`config.mk`:
```
export PLATFORM = sky130hd
export DESIGN_NAME = cbu_branch_unit
export DESIGN_NICKNAME = d
export VERILOG_FILES = /design/src/core/cbu_pkg.sv /design/src/core/cbu_cond_eval.sv /design/src/core/cbu_branch_unit.sv
export SDC_FILE = /design/constraint.sdc
export NUM_CORES = 1
export LEC_CHECK = 0
export ABC_CLOCK_PERIOD_IN_PS = 2700
export BUFFER_PORTS_ARGS = -buffer_cell sky130_fd_sc_hd__buf_2
export CAP_MARGIN = 10
export CORE_MARGIN = 3
export CORE_UTILIZATION = 45
export CTS_CLUSTER_DIAMETER = 200
export CTS_CLUSTER_SIZE = 14
export DETAILED_ROUTE_END_ITERATION = 7
export GPL_ROUTABILITY_DRIVEN = 0
export PLACE_DENSITY = 0.67
export SLEW_MARGIN = 5
export SYNTH_ARGS = -nofsm -noshare
export SYNTH_HDL_FRONTEND = slang
export SYNTH_SLANG_ARGS = --single-unit
export TNS_END_PERCENT = 100
```
`constraint.sdc`:
```
create_clock -name ref_clk -period 2.7 [get_ports ref_clk]
set_input_delay 0.54 -clock ref_clk [delete_from_list [all_inputs] [get_ports ref_clk]]
set_output_delay 0.54 -clock ref_clk [all_outputs]
set_load 0.01 [all_outputs]
```
`src/core/cbu_pkg.sv`:
```
// shared types and constants for the conditional branch unit
package cbu_pkg;

	// program counter width in bits
	localparam int PC_W       = 16;
	// signed offset width of the relative branch
	localparam int OFS_W      = 7;
	// pc value after reset
	localparam logic [15:0] PC_RESET = 16'h0000;
	// cycles spent by a branch that is not taken / taken
	localparam int CYC_NOT_TAKEN = 1;
	localparam int CYC_TAKEN     = 2;

	// branch selector, one code per conditional opcode
	typedef enum logic [3:0] {
		CBU_NONE,
		CBU_BRANCH_NOT_EQUAL_OP,
		CBU_BRANCH_CARRY_SET_OP,
		CBU_BRANCH_CARRY_CLEAR_OP,
		CBU_BRANCH_SAME_HIGHER_OP,
		CBU_BRANCH_LOWER_OP,
		CBU_BRANCH_MINUS_OP,
		CBU_BRANCH_PLUS_OP,
		CBU_BRANCH_GE_SIGNED_OP,
		CBU_BRANCH_LT_SIGNED_OP
	} cbu_op_t;

	// status flags consulted by the branches
	typedef struct packed {
		logic zero;
		logic carry;
		logic negative;
		logic overflow;
	} cbu_flags_t;

	// one issued branch request
	typedef struct packed {
		logic       valid;
		cbu_op_t    op;
		logic [6:0] offset;
	} cbu_req_t;

	// sequencer states
	typedef enum logic [0:0] {
		CBU_IDLE,
		CBU_SECOND
	} cbu_state_t;

endpackage

```
`src/core/cbu_cond_eval.sv`:
```
// combinational flag test for one conditional branch opcode
`timescale 1ns/1ps
module cbu_cond_eval
(
	// request
	input  wire cbu_pkg::cbu_op_t    op,
	input  wire cbu_pkg::cbu_flags_t flags,
	// verdict
	output logic                     take
);

	////////////////////////////////////////////////////////////////
	// one condition per opcode; unknown opcodes never branch
	always_comb
	begin
		case (op)
			cbu_pkg::CBU_BRANCH_NOT_EQUAL_OP:   take = ~flags.zero;
			cbu_pkg::CBU_BRANCH_CARRY_SET_OP:   take = flags.carry;
			cbu_pkg::CBU_BRANCH_CARRY_CLEAR_OP: take = ~flags.carry;
			cbu_pkg::CBU_BRANCH_SAME_HIGHER_OP: take = ~flags.carry;
			cbu_pkg::CBU_BRANCH_LOWER_OP:       take = flags.carry;
			cbu_pkg::CBU_BRANCH_MINUS_OP:       take = flags.negative;
			cbu_pkg::CBU_BRANCH_PLUS_OP:        take = ~flags.negative;
			cbu_pkg::CBU_BRANCH_GE_SIGNED_OP:   take = ~(flags.negative ^ flags.overflow);
			cbu_pkg::CBU_BRANCH_LT_SIGNED_OP:   take = flags.negative ^ flags.overflow;
			default:                            take = 1'b0;
		endcase
	end

endmodule

```
`src/core/cbu_branch_unit.sv`:
```
// conditional relative branch unit: condition test, target and cycle count
`timescale 1ns/1ps
module cbu_branch_unit
#(
	parameter int PC_W  = cbu_pkg::PC_W,
	parameter int OFS_W = cbu_pkg::OFS_W
)
(
	// clock and reset
	input  wire logic                 ref_clk,
	input  wire logic                 reset,
	// issued instruction
	input  wire cbu_pkg::cbu_req_t    req,
	input  wire cbu_pkg::cbu_flags_t  flags_in,
	// program counter
	output logic [PC_W-1:0]           pc_out,
	// status flags after the instruction
	output cbu_pkg::cbu_flags_t       flags_out,
	// sequencing
	output logic                      busy_out,
	output logic                      done_out,
	output logic                      taken_out
);

	////////////////////////////////////////////////////////////////
	// elaboration checks: the packed request and state types fix both widths,
	// so any other value would silently truncate the target sum
	if (PC_W != 16 || OFS_W != 7)
	begin : g_bad_width
		$error("cbu_branch_unit: package types fix pc at 16 and offset at 7 bits");
	end

	////////////////////////////////////////////////////////////////
	// state
	typedef struct packed {
		cbu_pkg::cbu_state_t st;      // sequencer
		logic [15:0]         pc;      // program counter
		cbu_pkg::cbu_flags_t flags;   // status copy
		logic                busy;    // second cycle of a taken branch
		logic                done;    // instruction finished this cycle
		logic                taken;   // last branch went
	} cbu_regs_t;

	cbu_regs_t r_q;                   // registered state
	cbu_regs_t r_d;                   // next state
	logic      take;                  // verdict of the flag test
	logic      accept;                // a request is taken this cycle

	////////////////////////////////////////////////////////////////
	// flag test
	cbu_cond_eval i_cbu_cond_eval
	(
		.op    (req.op),
		.flags (flags_in),
		.take  (take)
	);

	// requests are only accepted while not finishing a taken branch
	// a request in the busy cycle is dropped, not queued: the issuer must retry
	assign accept = req.valid && (r_q.st == cbu_pkg::CBU_IDLE);

	////////////////////////////////////////////////////////////////
	// next state
	always_comb
	begin
		r_d       = r_q;
		r_d.done  = 1'b0;
		r_d.flags = flags_in;  // branches pass flags through untouched
		case (r_q.st)
			cbu_pkg::CBU_IDLE:
			begin
				if (accept)
				begin
					r_d.taken = take;
					if (take)
					begin
						// target is pc + signed offset + 1, wraps within pc width
						r_d.pc   = r_q.pc + {{9{req.offset[6]}}, req.offset} + 16'h0001;
						r_d.st   = cbu_pkg::CBU_SECOND;  // extra cycle for the refetch
						r_d.busy = 1'b1;
					end
					else
					begin
						r_d.pc   = r_q.pc + 16'h0001;   // fall through in one cycle
						r_d.done = 1'b1;
					end
				end
			end
			cbu_pkg::CBU_SECOND:
			begin
				r_d.st   = cbu_pkg::CBU_IDLE;
				r_d.busy = 1'b0;
				r_d.done = 1'b1;
			end
			// unreachable with two states; falls back to idle if ever hit
			default:
				r_d.st = cbu_pkg::CBU_IDLE;
		endcase
	end

	////////////////////////////////////////////////////////////////
	// register
	always_ff @(posedge ref_clk)
	begin
		if (reset)
		begin
			r_q.st    <= cbu_pkg::CBU_IDLE;
			r_q.pc    <= cbu_pkg::PC_RESET;
			r_q.flags <= '0;
			r_q.busy  <= 1'b0;
			r_q.done  <= 1'b0;
			r_q.taken <= 1'b0;
		end
		else
			r_q <= r_d;
	end

	// outputs straight from flops
	assign pc_out    = r_q.pc;
	assign flags_out = r_q.flags;
	assign busy_out  = r_q.busy;
	assign done_out  = r_q.done;
	assign taken_out = r_q.taken;
endmodule

```
==> impl_metrics.tcl, run 1 <==
set metrics [dict create \
    cp.required_ns 2.85 \
    irDropWorstVdd_uv 255.8 \
    drt_wl_total_mm 5.042 \
    syn_nets 302 \
    synth.avg_cell_area_sq_um 7.807 \
    max_freq_ghz 0.4245 \
    post-cts-setup-buffers 0 \
    crit_arrival_ns 2.50 \
    tightest_slew_ns 0.4131 \
    antenna_found_initial 0 \
    maxCapViolations 0 \
    first_pass_iters 4 \
    row_count 24 \
    hold_viol 0 \
    drv_slew 0 \
    tns_ns 0 \
    gr-total-overflow 0 \
    io_pins 41 \
    grt_pass1_wl_mm 8.300 \
    grtUsageTotal 0.1901 \
    clock_sinks 24 \
    yosys_most_used_dff "dfxtp_1" \
    critPathMaxFanout 3 \
    end_kind "flip-flop" \
    p_leak_nw 0.9971 \
    synth_seq_cells 24 \
    core-area_sq_um 4414 \
    grt_max_degree 20 \
    antenna_cells 0 \
    start_util 0.4722 \
    dieWidth_um 74.06 \
    cts_buffer_depth 2 \
    yosysSeqAreaShare 0.2305 \
    relSlewSlack 0.7229 \
    grt_pass1_vias 1749 \
    holdCritPathClass "reg2reg" \
    powerDensity_nw_per_um2 451.9 \
    layout.nets 327 \
    die_area_sq_um 5485 \
    status "finished, final reports clean" \
    layout.cells.most_common "buf_2" \
    viasPerCell 5.743 \
    final_util 0.5170 \
    setup_viol 0 \
    postCtsHoldBufs 0 \
    final_cell_mix "buf_2, dfxtp_1, nand2_1" \
    criticalPathCategory "in2reg" \
    cts_tree "done" \
    syn_area_sq_um 2084 \
    yosys_warnings 0 \
    clock_skew_ns 0.003652 \
    layout-drive-gt1-share 0.2027 \
    async_reset_ff_frac 0 \
    cts_resized 0 \
    worstSkewPairLatency_ns 0.27 \
    die_y_um 74.06 \
    vias 1970 \
    synth_edf_count 0 \
    ant_nets 0 \
    synthToLayoutAreaGrowth_pct 9.484 \
    period_minus_slack_ns 2.356 \
    cts.clk_slew.worst_paths_ns 0.09 \
    worst_setup_path_start_kind "input port" \
    io_buffers 40 \
    htree_levels 1 \
    netlist_instances 267 \
    timing.final.crit_share 0.8724 \
    drt_iter0_markers 149 \
    rsz0062_at_grt "false" \
    dp_hpwl_mm 3.851 \
    route.detailed.drc 0 \
    wl_per_cell_um 14.70 \
    clockRootBuffer "clkbuf_8" \
    yosysUniqueCellTypes 49 \
    cts_buffers 3 \
]
## registers in the layout, indices dropped and copies added (netlist names)
name and count:
pc_out 16, flags_out 4, busy_out 1, done_out 1
r_q 1, taken_out 1
## worst paths after layout
check	from	to	slack, ns	depth (start not counted)
hold / removal	taken_out	taken_out	0.46	2
setup reg to reg	pc_out[0]	pc_out[10]	0.37	10
setup / recovery	req[0]	pc_out[10]	0.34	11
hold reg to reg	taken_out	taken_out	0.46	2
## final cells by class
| type | count | area [sq um] |
|---|---|---|
| Fill cell | 460 | 2132 |
| Multi-Input combinational cell | 206 | 1388 |
| Sequential cell | 24 | 480.5 |
| Timing Repair Buffer | 48 | 260.3 |
| Tap cell | 52 | 65.06 |
| Clock buffer | 4 | 55.05 |
| Inverter | 9 | 33.78 |
## kinds of logic (layout without fill, tap and decap cells)
group | count (synthesis) | in the layout | share of synthesized area
adders and majority gates | 17 | 17 | 0.1056
and+or+nand+nor | 94 | 94 | 0.2293
muxes | 4 | 4 | 0.01981
DFF | 24 | 24 | 0.2305
buffers and inverters | 37 | 61 | 0.1038
xor gates and xnor gates | 17 | 17 | 0.07143
AOI/OAI and AO/OA | 74 | 74 | 0.2395
## cells in the mapped netlist, types with 3 or more instances
cell	count	share of area
xnor2_1	11	0.046
nor3_1	6	0.014
buf_4	20	0.072
a21oi_1	18	0.043
a211oi_1	8	0.029
or3_1	3	0.0090
nand2_1	22	0.040
nand3_1	13	0.031
o21ai_0	12	0.029
inv_1	9	0.016
nand4_1	6	0.018
clkbuf_1	6	0.011
nand2b_1	5	0.015
dfxtp_1	24	0.23
a31oi_1	7	0.021
and3_1	4	0.012
mux2i_1	3	0.014
nor2b_1	7	0.021
nand3b_1	3	0.011
ha_1	16	0.096
xor2_1	6	0.025
nor2_1	19	0.034
## per-stage QoR
stage	hold slack (ns)	power, mW	instance area (sq um)	setup slack (ns)	instances
finish	0.4578	1.031	2282	0.3445	343
global route	0.4878	1.101	2282	0.2437	343
CTS	0.4646	1.034	2282	0.3532	343
detailed placement	0.4521	0.7883	2227	0.08346	339
global placement	0.4393	0.7836	2227	0.1374	339
floorplan	0.4636	0.7035	2085	0.3887	267
## power breakdown
part           internal (mW)  total [mW]  switching (mW)  leakage (nW)
Clock                  0.130       0.250           0.120        0.0288
Combinational          0.160       0.370           0.210         0.771
Sequential             0.381       0.411          0.0306         0.197
Total                  0.671        1.03           0.360         0.997
## metal layers
metal	global-route usage	up-vias	share of wire
li1	-	1014	-
met1	0.2842	902	0.50
met2	0.2972	50	0.45
met3	0.01892	4	0.046
met4	0.03622	0	0.0071
met5	0	-	0
## critical path, cell delays in order
cell and delay (ns):
buf_2 0.10, inv_1 0.04, ha_1 0.15, inv_1 0.06
fa_1 0.40, a21oi_1 0.29, o211ai_1 0.18, a31o_2 0.28
a211o_1 0.29, nand4b_1 0.09, a31oi_1 0.08
(Power assumes the default switching activity.)
==> run 2, diff against run 1 <==
Settings changed: ABC_CLOCK_PERIOD_IN_PS 2700 to 3100, PLACE_DENSITY 0.67 to not set, PLACE_DENSITY_LB_ADDON set to 0.05.
Clock period 2.7 ns to 3.1 ns, I/O delays scaled along.
==> impl_metrics.tcl, run 2 (synthesis gave the netlist of run 1 again) <==
set metrics [dict create \
    ant_nets 0 \
    layout-drive-gt1-share 0.1944 \
    antenna_cells 0 \
    period_minus_slack_ns 2.444 \
    tns_ns 0 \
    power_mw 0.9573 \
    start_util 0.4722 \
    route.detailed.drc 0 \
    grt_max_degree 20 \
    fillers 460 \
    drt_wl_total_mm 5.028 \
    worstSkewPairLatency_ns 0.27 \
    regArea_sq_um 480.5 \
    die_y_um 74.06 \
    die_area_sq_um 5485 \
    row_count 24 \
    grtUsageTotal 0.1878 \
    worst_setup_path_start_kind "input port" \
    vias 1991 \
    htree_levels 1 \
    startpoint "req[0]" \
    drv_slew 0 \
    clock_skew_ns 0.01085 \
    rrSetupSlack_ns 0.70 \
    maxCapViolations 0 \
    wl_per_cell_um 14.79 \
    grt_pass1_vias 1733 \
    cts_resized 0 \
    cts_buffer_depth 2 \
    tightest_slew_ns 0.8273 \
    crit_path_end "pc_out[10]" \
    dp_hpwl_mm 3.862 \
    timing.final.crit_share 0.7883 \
    antenna_found_initial 0 \
    rr_endpoint "pc_out[10]" \
    grt_pass1_wl_mm 8.162 \
    cts_buffers 3 \
    post-cts-setup-buffers 0 \
    multi_input_area_sq_um 1388 \
    status "finished, final reports clean" \
    largest_reg_flops 16 \
    final_cell_mix "buf_2, dfxtp_1, nand2_1" \
    wl_met3_um 147 \
    gr-total-overflow 0 \
    end_kind "flip-flop" \
    hold_viol 0 \
    wl_met1_mm 2.530 \
    drt_iter0_markers 99 \
    wl_met2_mm 2.318 \
    powerDensity_nw_per_um2 420.6 \
    r2r-start "pc_out[0]" \
    clockRootBuffer "clkbuf_8" \
    postCtsHoldBufs 0 \
    synthToLayoutAreaGrowth_pct 9.184 \
    dieWidth_um 74.06 \
    io_pins 41 \
    layout.nets 324 \
    reg2reg_depth 10 \
    clock_sinks 24 \
    cts_tree "done" \
    first_pass_iters 5 \
    setup_viol 0 \
    core-area_sq_um 4414 \
    viasPerCell 5.856 \
    layout.cells.most_common "buf_2" \
    max_freq_ghz 0.4092 \
    irDropWorstVdd_uv 178.6 \
    final_util 0.5156 \
    placed_cell_area_sq_um 2205 \
    criticalPathCategory "in2reg" \
    relSlewSlack 0.4434 \
    cp.required_ns 3.26 \
    holdCritPathClass "reg2reg" \
    top_layer "met4" \
    p_leak_nw 0.9885 \
    cts.clk_slew.worst_paths_ns 0.10 \
    design_area_sq_um 2276 \
    io_buffers 40 \
    crit_arrival_ns 2.60 \
    rsz0062_at_grt "false" \
    critPathMaxFanout 3 \
]
## run 2: area by class of cell
| cell class | count | area share |
|---|---|---|
| Clock buffer | 3 | 0.01814 |
| Clock inverter | 1 | 0.01319 |
| Inverter | 9 | 0.01484 |
| Multi-Input combinational cell | 206 | 0.6097 |
| Sequential cell | 24 | 0.2111 |
| Tap cell | 52 | 0.02859 |
| Timing Repair Buffer | 45 | 0.1045 |
## run 2: report_power, final
group / leakage [nW] / switching [mW] / total (mW) / internal (mW)
Sequential: 0.197 / 0.0295 / 0.361 / 0.332
Clock: 0.0357 / 0.108 / 0.281 / 0.173
Combinational: 0.756 / 0.178 / 0.315 / 0.137
## run 2: how the worst min path moves through the flow
stage / depth (start not counted) / endpoint / from
floorplan: 2 / done_out / r_q[23]
global placement: 2 / taken_out / taken_out
detailed placement: 2 / taken_out / taken_out
CTS: 2 / taken_out / taken_out
global route: 2 / taken_out / taken_out
finish: 2 / taken_out / taken_out
## run 2: metrics by stage
stage               setup WS [ns]  hold WS [ns]  cells
detailed placement         0.3665        0.4468    336
global placement           0.4385        0.4394    336
CTS                        0.6583        0.4604    340
finish                     0.6562        0.4595    340
floorplan                  0.7087        0.4636    267
global route               0.5521        0.5140    340
## run 2: per-layer routing
| metal | global-route usage | up-vias |
|---|---|---|
| met5 | 0 | - |
| li1 | - | 1013 |
| met4 | 0.04225 | 0 |
| met3 | 0.01351 | 2 |
| met2 | 0.3081 | 34 |
| met1 | 0.2689 | 942 |
## run 2: critical path: stages
cell      delay, ns
buf_2          0.09
inv_1          0.04
ha_1           0.15
inv_1          0.05
fa_1           0.39
a21oi_1        0.33
o211ai_1       0.18
a31o_2         0.27
a211o_1        0.29
nand4b_1       0.09
a31oi_1        0.08
